===== src/rcal_pkg.sv =====
/*
 * Shared constants and types for the calendar register section:
 * register indices, field positions, reset values and the carrier structs.
 * Assumes a 32-bit Avalon-MM bus with byte addresses; each register index
 * sits at byte address four times the index.
 */
package rcal_pkg;

   // Register indices (byte address = 4 * index)
   localparam logic [5:0] IDX_FLAG_CTRL  = 6'h00;
   localparam logic [5:0] IDX_MODE_CTRL  = 6'h01;
   localparam logic [5:0] IDX_WEEKDAY    = 6'h13;
   localparam logic [5:0] IDX_MONTHDAY   = 6'h14;
   localparam logic [5:0] IDX_MONTH      = 6'h15;
   localparam logic [5:0] IDX_YEAR       = 6'h16;
   localparam logic [5:0] IDX_YEAR_HIGH  = 6'h17;
   localparam logic [5:0] IDX_ALM_MINUTE = 6'h18;
   localparam logic [5:0] IDX_ALM_HOUR   = 6'h19;
   localparam logic [5:0] IDX_ALM_WDAY   = 6'h1A;
   localparam logic [5:0] IDX_ALM_MDAY   = 6'h1B;
   localparam logic [5:0] IDX_IRQ_STATUS = 6'h20;
   localparam logic [5:0] IDX_IRQ_CLEAR  = 6'h21;
   localparam logic [5:0] IDX_IRQ_ENABLE = 6'h22;

   // First control register fields
   localparam int FC_TEV_IE   = 6;
   localparam int FC_ALM_IE   = 5;
   localparam int FC_RDY_IE   = 4;
   localparam int FC_TEV_FLAG = 2;
   localparam int FC_ALM_FLAG = 1;
   localparam int FC_RDY_FLAG = 0;
   localparam logic [7:0] FC_RESET = 8'h00;

   // Second control register fields
   localparam int MC_FORMAT  = 7;
   localparam int MC_HOLD    = 6;
   localparam int MC_MODE    = 5;
   localparam int MC_STABLE  = 4;
   localparam int MC_SRC_LSB = 2;
   localparam int MC_TEV_LSB = 0;
   localparam logic [7:0] MC_RESET = 8'h40;

   // Calendar contents after reset or a mode or format change, and the alarm reset byte
   localparam logic [7:0]  CAL_DAY_INIT   = 8'h01;
   localparam logic [7:0]  CAL_MONTH_INIT = 8'h01;
   localparam logic [7:0]  CAL_WDAY_INIT  = 8'h00;
   localparam logic [15:0] CAL_YEAR_INIT  = 16'h0000;
   localparam logic [7:0]  BYTE_CLEAR     = 8'h00;

   typedef struct packed {
      logic       decimal_format_sel;
      logic       count_hold;
      logic       calendar_mode_sel;
      logic [1:0] count_source_sel;
      logic [1:0] time_event_sel;
   } rcal_cfg_type;

   typedef struct packed {
      logic [15:0] calendar_year;
      logic [7:0]  month_of_year;
      logic [7:0]  day_of_month;
      logic [7:0]  day_of_week;
   } rcal_date_type;

   typedef struct packed {
      logic [7:0] alarm_monthday;
      logic [7:0] alarm_weekday;
      logic [7:0] alarm_hour;
      logic [7:0] alarm_minute;
   } rcal_alarm_type;

endpackage : rcal_pkg


===== src/rcal_regs.sv =====
/*
 * Register section of the calendar clock: date, year, alarm and the two
 * control registers, an Avalon-MM slave with waitrequest, event flags and
 * a level interrupt.
 * Assumes the counting logic runs on sys_clk_i and supplies its event
 * pulses and the stable level on that same clock.
 */
// The Avalon-MM register port was left to the implementer.
`timescale 1ns/1ps

module rcal_regs
   import rcal_pkg::*;
(
   // Clock and reset
   input  wire logic           sys_clk_i,
   input  wire logic           sys_rst_i,
   // Avalon-MM slave
   input  wire logic [7:0]     avs_address_i,
   input  wire logic           avs_read_i,
   input  wire logic           avs_write_i,
   input  wire logic [31:0]    avs_writedata_i,
   input  wire logic [3:0]     avs_byteenable_i,
   output logic [31:0]         avs_readdata_o,
   output logic                avs_waitrequest_o,
   // Events from the counting logic
   input  wire logic           time_event_i,
   input  wire logic           alarm_event_i,
   input  wire logic           values_stable_i,
   // Configuration and contents for the counting logic
   output rcal_cfg_type        cfg_o,
   output rcal_date_type       date_o,
   output rcal_alarm_type      alarm_o,
   output logic                counter_clear_o,
   output logic                counter_hold_o,
   output logic                prescaler_hold_o,
   // Interrupt
   output logic                irq_o
);

   logic [7:0]     flag_ctrl_reg;
   logic [7:0]     flag_ctrl_next;
   rcal_cfg_type   cfg_reg;
   rcal_date_type  date_reg;
   rcal_alarm_type alarm_reg;
   logic           waitrequest_reg;
   logic [31:0]    readdata_reg;
   logic [31:0]    read_mux;
   logic           counter_clear_reg;
   logic           counter_hold_reg;
   logic           prescaler_hold_reg;
   logic           irq_reg;
   logic           stable_prev_reg;
   logic [5:0]     reg_index;
   logic           bus_req;
   logic           wr_take;
   logic           wr_flag;
   logic           wr_mode;
   logic           wr_clear;
   logic           wr_enable;
   logic           mode_change;
   logic           stable_view;
   logic           ready_event;
   logic [7:0]     mode_wdata;
   logic [2:0]     clear_bits;

   assign reg_index = avs_address_i[7:2];
   assign bus_req   = avs_read_i | avs_write_i;
   // A write lands only at the edge where waitrequest is sampled low
   assign wr_take   = avs_write_i & ~waitrequest_reg;
   assign wr_flag   = wr_take & avs_byteenable_i[0] & (reg_index == IDX_FLAG_CTRL);
   assign wr_mode   = wr_take & avs_byteenable_i[0] & (reg_index == IDX_MODE_CTRL);
   assign wr_clear  = wr_take & avs_byteenable_i[0] & (reg_index == IDX_IRQ_CLEAR);
   assign wr_enable = wr_take & avs_byteenable_i[0] & (reg_index == IDX_IRQ_ENABLE);

   assign mode_wdata  = avs_writedata_i[7:0];
   // Changing mode or number format restarts the calendar
   assign mode_change = wr_mode &
      ((mode_wdata[MC_MODE] != cfg_reg.calendar_mode_sel) |
       (mode_wdata[MC_FORMAT] != cfg_reg.decimal_format_sel));

   assign stable_view = values_stable_i & cfg_reg.calendar_mode_sel;
   assign ready_event = stable_view & ~stable_prev_reg;
   assign clear_bits  = wr_clear ? avs_writedata_i[2:0] : 3'h0;

   // Bus handshake: one wait cycle, then the answer
   always_ff @(posedge sys_clk_i)
   begin
      if (sys_rst_i)
      begin
         waitrequest_reg <= 1'b1;
      end
      else
      begin
         waitrequest_reg <= ~(bus_req & waitrequest_reg);
      end
   end

   always_ff @(posedge sys_clk_i)
   begin
      if (sys_rst_i)
      begin
         readdata_reg <= 32'h0000_0000;
      end
      else if (avs_read_i & waitrequest_reg)
      begin
         readdata_reg <= read_mux;
      end
   end

   // Read multiplexer; unmapped addresses read zero
   always_comb
   begin
      read_mux = 32'h0000_0000;
      case (reg_index)
         IDX_FLAG_CTRL:
         begin
            read_mux[7:0] = flag_ctrl_reg;
         end
         IDX_MODE_CTRL:
         begin
            read_mux[MC_FORMAT]                = cfg_reg.decimal_format_sel;
            read_mux[MC_HOLD]                  = cfg_reg.count_hold;
            read_mux[MC_MODE]                  = cfg_reg.calendar_mode_sel;
            read_mux[MC_STABLE]                = stable_view;
            read_mux[MC_SRC_LSB+1:MC_SRC_LSB]  = cfg_reg.count_source_sel;
            read_mux[MC_TEV_LSB+1:MC_TEV_LSB]  = cfg_reg.time_event_sel;
         end
         IDX_WEEKDAY:
         begin
            read_mux[7:0] = date_reg.day_of_week;
         end
         IDX_MONTHDAY:
         begin
            read_mux[15:0] = {date_reg.month_of_year, date_reg.day_of_month};
         end
         IDX_MONTH:
         begin
            read_mux[7:0] = date_reg.month_of_year;
         end
         IDX_YEAR:
         begin
            read_mux[15:0] = date_reg.calendar_year;
         end
         IDX_YEAR_HIGH:
         begin
            read_mux[7:0] = date_reg.calendar_year[15:8];
         end
         IDX_ALM_MINUTE:
         begin
            read_mux[15:0] = {alarm_reg.alarm_hour, alarm_reg.alarm_minute};
         end
         IDX_ALM_HOUR:
         begin
            read_mux[7:0] = alarm_reg.alarm_hour;
         end
         IDX_ALM_WDAY:
         begin
            read_mux[15:0] = {alarm_reg.alarm_monthday, alarm_reg.alarm_weekday};
         end
         IDX_ALM_MDAY:
         begin
            read_mux[7:0] = alarm_reg.alarm_monthday;
         end
         IDX_IRQ_STATUS:
         begin
            read_mux[2:0] = flag_ctrl_reg[2:0];
         end
         IDX_IRQ_ENABLE:
         begin
            read_mux[2:0] = flag_ctrl_reg[6:4];
         end
         default:
         begin
            read_mux = 32'h0000_0000;
         end
      endcase
   end

   // Flags and enables; a hardware event wins over a clear in the same cycle
   always_comb
   begin
      flag_ctrl_next = flag_ctrl_reg;
      if (wr_flag)
      begin
         flag_ctrl_next = mode_wdata;
      end
      if (wr_enable)
      begin
         flag_ctrl_next[6:4] = avs_writedata_i[2:0];
      end
      flag_ctrl_next[2:0] = flag_ctrl_next[2:0] & ~clear_bits;
      if (time_event_i)
      begin
         flag_ctrl_next[FC_TEV_FLAG] = 1'b1;
      end
      if (alarm_event_i)
      begin
         flag_ctrl_next[FC_ALM_FLAG] = 1'b1;
      end
      if (ready_event)
      begin
         flag_ctrl_next[FC_RDY_FLAG] = 1'b1;
      end
      flag_ctrl_next[7] = 1'b0;
      flag_ctrl_next[3] = 1'b0;
      if (~cfg_reg.calendar_mode_sel)
      begin
         flag_ctrl_next[FC_ALM_IE]   = 1'b0;
         flag_ctrl_next[FC_ALM_FLAG] = 1'b0;
      end
   end

   always_ff @(posedge sys_clk_i)
   begin
      if (sys_rst_i)
      begin
         flag_ctrl_reg <= FC_RESET;
      end
      else
      begin
         flag_ctrl_reg <= flag_ctrl_next;
      end
   end

   always_ff @(posedge sys_clk_i)
   begin
      if (sys_rst_i)
      begin
         stable_prev_reg <= 1'b0;
      end
      else
      begin
         stable_prev_reg <= stable_view;
      end
   end

   // Second control register
   always_ff @(posedge sys_clk_i)
   begin
      if (sys_rst_i)
      begin
         cfg_reg <= rcal_cfg_type'({MC_RESET[7:5], MC_RESET[3:0]});
      end
      else if (wr_mode)
      begin
         cfg_reg.decimal_format_sel <= mode_wdata[MC_FORMAT];
         cfg_reg.count_hold         <= mode_wdata[MC_HOLD];
         cfg_reg.calendar_mode_sel  <= mode_wdata[MC_MODE];
         cfg_reg.count_source_sel   <= mode_wdata[MC_SRC_LSB+1:MC_SRC_LSB];
         cfg_reg.time_event_sel     <= mode_wdata[MC_TEV_LSB+1:MC_TEV_LSB];
      end
   end

   // Date and weekday storage
   always_ff @(posedge sys_clk_i)
   begin
      if (sys_rst_i | mode_change)
      begin
         date_reg.day_of_week   <= CAL_WDAY_INIT;
         date_reg.day_of_month  <= CAL_DAY_INIT;
         date_reg.month_of_year <= CAL_MONTH_INIT;
         date_reg.calendar_year <= CAL_YEAR_INIT;
      end
      else if (wr_take)
      begin
         if ((reg_index == IDX_WEEKDAY) & avs_byteenable_i[0])
         begin
            date_reg.day_of_week <= avs_writedata_i[7:0];
         end
         if ((reg_index == IDX_MONTHDAY) & avs_byteenable_i[0])
         begin
            date_reg.day_of_month <= avs_writedata_i[7:0];
         end
         if ((reg_index == IDX_MONTHDAY) & avs_byteenable_i[1])
         begin
            date_reg.month_of_year <= avs_writedata_i[15:8];
         end
         if ((reg_index == IDX_MONTH) & avs_byteenable_i[0])
         begin
            date_reg.month_of_year <= avs_writedata_i[7:0];
         end
         if ((reg_index == IDX_YEAR) & avs_byteenable_i[0])
         begin
            date_reg.calendar_year[7:0] <= avs_writedata_i[7:0];
         end
         if ((reg_index == IDX_YEAR) & avs_byteenable_i[1])
         begin
            date_reg.calendar_year[15:8] <= avs_writedata_i[15:8];
         end
         if ((reg_index == IDX_YEAR_HIGH) & avs_byteenable_i[0])
         begin
            date_reg.calendar_year[15:8] <= avs_writedata_i[7:0];
         end
      end
   end

   // Alarm storage
   always_ff @(posedge sys_clk_i)
   begin
      if (sys_rst_i)
      begin
         alarm_reg <= rcal_alarm_type'({BYTE_CLEAR, BYTE_CLEAR, BYTE_CLEAR, BYTE_CLEAR});
      end
      else if (wr_take)
      begin
         if ((reg_index == IDX_ALM_MINUTE) & avs_byteenable_i[0])
         begin
            alarm_reg.alarm_minute <= avs_writedata_i[7:0];
         end
         if ((reg_index == IDX_ALM_MINUTE) & avs_byteenable_i[1])
         begin
            alarm_reg.alarm_hour <= avs_writedata_i[15:8];
         end
         if ((reg_index == IDX_ALM_HOUR) & avs_byteenable_i[0])
         begin
            alarm_reg.alarm_hour <= avs_writedata_i[7:0];
         end
         if ((reg_index == IDX_ALM_WDAY) & avs_byteenable_i[0])
         begin
            alarm_reg.alarm_weekday <= avs_writedata_i[7:0];
         end
         if ((reg_index == IDX_ALM_WDAY) & avs_byteenable_i[1])
         begin
            alarm_reg.alarm_monthday <= avs_writedata_i[15:8];
         end
         if ((reg_index == IDX_ALM_MDAY) & avs_byteenable_i[0])
         begin
            alarm_reg.alarm_monthday <= avs_writedata_i[7:0];
         end
      end
   end

   // Controls for the counting logic
   always_ff @(posedge sys_clk_i)
   begin
      if (sys_rst_i)
      begin
         counter_clear_reg  <= 1'b0;
         counter_hold_reg   <= 1'b1;
         prescaler_hold_reg <= 1'b0;
      end
      else
      begin
         counter_clear_reg  <= mode_change;
         counter_hold_reg   <= cfg_reg.count_hold;
         prescaler_hold_reg <= cfg_reg.count_hold & cfg_reg.calendar_mode_sel;
      end
   end

   always_ff @(posedge sys_clk_i)
   begin
      if (sys_rst_i)
      begin
         irq_reg <= 1'b0;
      end
      else
      begin
         irq_reg <= |(flag_ctrl_next[2:0] & flag_ctrl_next[6:4]);
      end
   end

   assign avs_waitrequest_o = waitrequest_reg;
   assign avs_readdata_o    = readdata_reg;
   assign cfg_o             = cfg_reg;
   assign date_o            = date_reg;
   assign alarm_o           = alarm_reg;
   assign counter_clear_o   = counter_clear_reg;
   assign counter_hold_o    = counter_hold_reg;
   assign prescaler_hold_o  = prescaler_hold_reg;
   assign irq_o             = irq_reg;

endmodule : rcal_regs


===== config.mk =====
export PLATFORM = sky130hd
export DESIGN_NAME = rcal_regs
export DESIGN_NICKNAME = d
export VERILOG_FILES = /design/src/rcal_pkg.sv /design/src/rcal_regs.sv
export SDC_FILE = /design/constraint.sdc
export NUM_CORES = 1
export LEC_CHECK = 0
export BUFFER_PORTS_ARGS = -buffer_cell sky130_fd_sc_hd__buf_4
export CAP_MARGIN = 5
export CORE_ASPECT_RATIO = 0.75
export CORE_MARGIN = 3
export CORE_UTILIZATION = 29
export CTS_CLUSTER_DIAMETER = 40
export DETAILED_ROUTE_END_ITERATION = 7
export GPL_ROUTABILITY_DRIVEN = 0
export SLEW_MARGIN = 20
export SYNTH_ARGS = -nofsm -noshare
export SYNTH_HDL_FRONTEND = slang
export SYNTH_SLANG_ARGS = --single-unit

===== constraint.sdc =====
create_clock -name sys_clk_i -period 1.9 [get_ports sys_clk_i]
set_input_delay 0.19 -clock sys_clk_i [delete_from_list [all_inputs] [get_ports sys_clk_i]]
set_output_delay 0.19 -clock sys_clk_i [all_outputs]
set_load 0.05 [all_outputs]

==> flow_summary.yaml <==
status:
  status: "finished, final reports clean"
sta:
  rsz0062_at_grt: "no"
  fmax_mhz: 578.5
  finalCriticalPeriod_ns: 1.729
  clock_skew_ns: 0.01058
  worstMarginPinSlew_ns: 0.4852
  final.period_utilization: 0.9099
  maxSlewHeadroom: 0.6682
  layout_setup_ws_ns: 0.1713
  hold_viol: 0
  setup_viol: 0
  drv_slew: 0
critical_path:
  max_stage_delay_ns: 0.35
  worstPathRequired_ns: 2.14
  cp_max_fo: 31
  path_class: "flip-flop to flip-flop"
  setup.worst_path.start_class: "flip-flop"
  crit_chain: "and3b_1 -> buf_4 -> nand3_2 -> a21o_1 -> nand2_1 -> buf_12 -> a211oi_1"
  crit_slowest_cell: "dfxtp_2"
  end_kind: "flip-flop"
  arrival_ns: 1.97
  critPathTopFamily: "simple AND/OR/NAND/NOR gates"
  cp_num_buf_inv: 2
cells_and_area:
  design_area_mm2: 0.007481
  layout-drive-gt1-share: 0.2888
  mostFrequentLayoutCells: "buf_4, dfxtp_1, mux2i_1"
  largest_register_ffs: 40
  final_common_cell: "buf_4"
  finalNetCount: 832
  insertedDiodeCount: 0
  syn2layout_area_growth_pct: 31.87
pwr:
  p_sw_frac: 0.2731
  pwr-share-seq: 0.468
  p_int_mw: 3.507
  p_sw_mw: 1.317
  peakVddDrop_v: 0.0004384
  p_leak_nw: 3.499
  pwr-share-comb: 0.109
  p_per_area_mw_per_mm2: 644.9
  clockPowerShare: 0.423
floorplan:
  core_area_mm2: 0.01883
  die_y_um: 127.1
  rows: 43
  start_util: 0.3013
  fp.dieW_um: 167.5
  pin_count: 167
  die_area_mm2: 0.02129
grt:
  grt_remaining_overflow: 0
  grt_max_degree: 32
  track_usage: 0.1965
  antenna_found_initial: 0
  grt_pass1_wl_mm: 32.04
  grt_pass1_vias: 5059
logic_synthesis:
  synth_edf_count: 0
  async_flop_share: 0
  syn_area_mm2: 0.005673
  ys_ff_latch: 107
  syn_avg_cell_area_um2: 8.934
  synth_ff_type: "dfxtp_1"
  synth.distinct_cells: 64
  netlist_instances: 635
  yosysWarnings: 0
  seq_area_frac_synth: 0.3776
flow_run:
  drv_cap: 0
detailed_routing:
  drt-pass1-iter-count: 7
  dr_total_vias: 5467
  vias_per_cell: 5.292
  drtAntennaViolNets: 0
  dr.first_iter.drc_count: 618
  drc: 0
  wirelength_mm: 21.39
  wire_per_inst_um: 20.70
cts:
  numCtsBuffers: 9
  clock_sinks: 107
  holdBufCountCts: 0
  post-cts-setup-buffers: 0
  cts-resized-gates: 0
  worstSkewPairLatency_ns: 0.36
  htreeDepth: 3
  root_buffer: "clkbuf_16"
  clock_path_buffers: 2
  cts_tree: "built"
  path_clk_slew_ns: 0.08
placed_design:
  io_buffer_count: 130
  place_hpwl_mm: 16.72
  place_ws_ns: -0.05087
  place_area_mm2: 0.007158
worst_hold_path:
  hold_path.class: "input pin to flip-flop"
[cell type report]
class	count	area, um2
multi-input combinational	468	3186
clock inverter	6	83.83
tap	247	309.0
clock buffer	10	239.0
inverter	5	18.77
sequential	107	2143
fill	1955	11350
timing repair buffer	190	1501
[synthesized netlist by cell type, types with 3 or more instances]
library cell | count | area (um2)
a211oi_1 | 35 | 262.8
a21oi_1 | 12 | 60.06
a221o_1 | 4 | 40.04
a22o_1 | 5 | 43.79
a22oi_1 | 11 | 82.58
and2_1 | 8 | 50.05
and3_1 | 12 | 75.07
buf_1 | 3 | 11.26
buf_2 | 19 | 95.09
buf_4 | 23 | 172.7
clkbuf_1 | 23 | 86.33
dfxtp_1 | 107 | 2142
inv_1 | 5 | 18.77
mux2_2 | 3 | 33.78
mux2i_1 | 96 | 960.9
nand2_1 | 24 | 90.09
nand3_1 | 43 | 215.2
nand3b_1 | 3 | 22.52
nand4_1 | 3 | 18.77
nor2_1 | 94 | 352.8
nor2b_1 | 5 | 31.28
nor3_1 | 13 | 65.06
nor4bb_1 | 4 | 40.04
o211ai_1 | 5 | 37.54
o21ai_1 | 7 | 35.03
o22ai_1 | 8 | 50.05
o2bb2ai_1 | 4 | 35.03
[routing by layer]
metal | vias up | track usage | part of all wire
met5 | - | 0 | 0
met4 | 0 | 0.03752 | 0.011
met3 | 17 | 0.04330 | 0.076
met2 | 256 | 0.2732 | 0.41
met1 | 2600 | 0.3089 | 0.50
li1 | 2594 | - | -
[metrics by stage]
step | power [mW] | TNS [ns] | hold slack [ns] | instances | utilization
2_1_floorplan | 2.654 | 0 | 0.2983 | 650 | -
3_3_place_gp | 2.826 | -0.03002 | 0.4089 | 1017 | 0.3801
3_5_place_dp | 2.828 | -0.2861 | 0.4054 | 1017 | 0.3801
4_1_cts | 4.834 | 0 | 0.03197 | 1033 | 0.3973
5_1_grt | 4.964 | 0 | 0.03115 | 1033 | 0.3973
6_report | 4.825 | 0 | 0.03889 | 1033 | 0.3973
[power groups by stage]
| stage | Sequential (mW) | Combinational [mW] | Clock, mW |
|---|---|---|---|
| final | 2.26 | 0.526 | 2.04 |
| after global routing | 2.26 | 0.559 | 2.15 |
| after CTS | 2.26 | 0.519 | 2.06 |
| after detailed placement | 2.31 | 0.518 | 0 |
| after global placement | 2.31 | 0.516 | 0 |
| after floorplan | 2.33 | 0.327 | 0 |
[worst reg2reg max path, delay by kind of cell, from the launching register on]
| kind | cells | cell delay, ns |
|---|---|---|
| buffers and inverters | 2 | 0.43 |
| AND/OR/NAND/NOR | 3 | 0.60 |
| flip-flops | 1 | 0.35 |
| AO/OA/AOI/OAI | 2 | 0.25 |
[cells by family after synthesis]
kind of cell / Yosys count / share of synthesized area
and+or+nand+nor: 231 / 0.2075
other: 1 / 0.0006610
DFF: 107 / 0.3776
xor gates and xnor gates: 2 / 0.003088
AOI/OAI and AO/OA: 119 / 0.1621
muxes: 100 / 0.1773
buffers and inverters: 75 / 0.07168
[worst paths after layout]
| check | startpoint | slack, ns | cells after the start | endpoint |
|---|---|---|---|---|
| worst max-delay path | avs_waitrequest_o | 0.17 | 7 | date_o[19] |
| worst min-delay path | avs_read_i | 0.04 | 2 | avs_waitrequest_o |
| worst max register to register | avs_waitrequest_o | 0.17 | 7 | date_o[19] |
| worst min register to register | avs_waitrequest_o | 0.45 | 1 | avs_waitrequest_o |
Power figures use the tool's default switching activity.
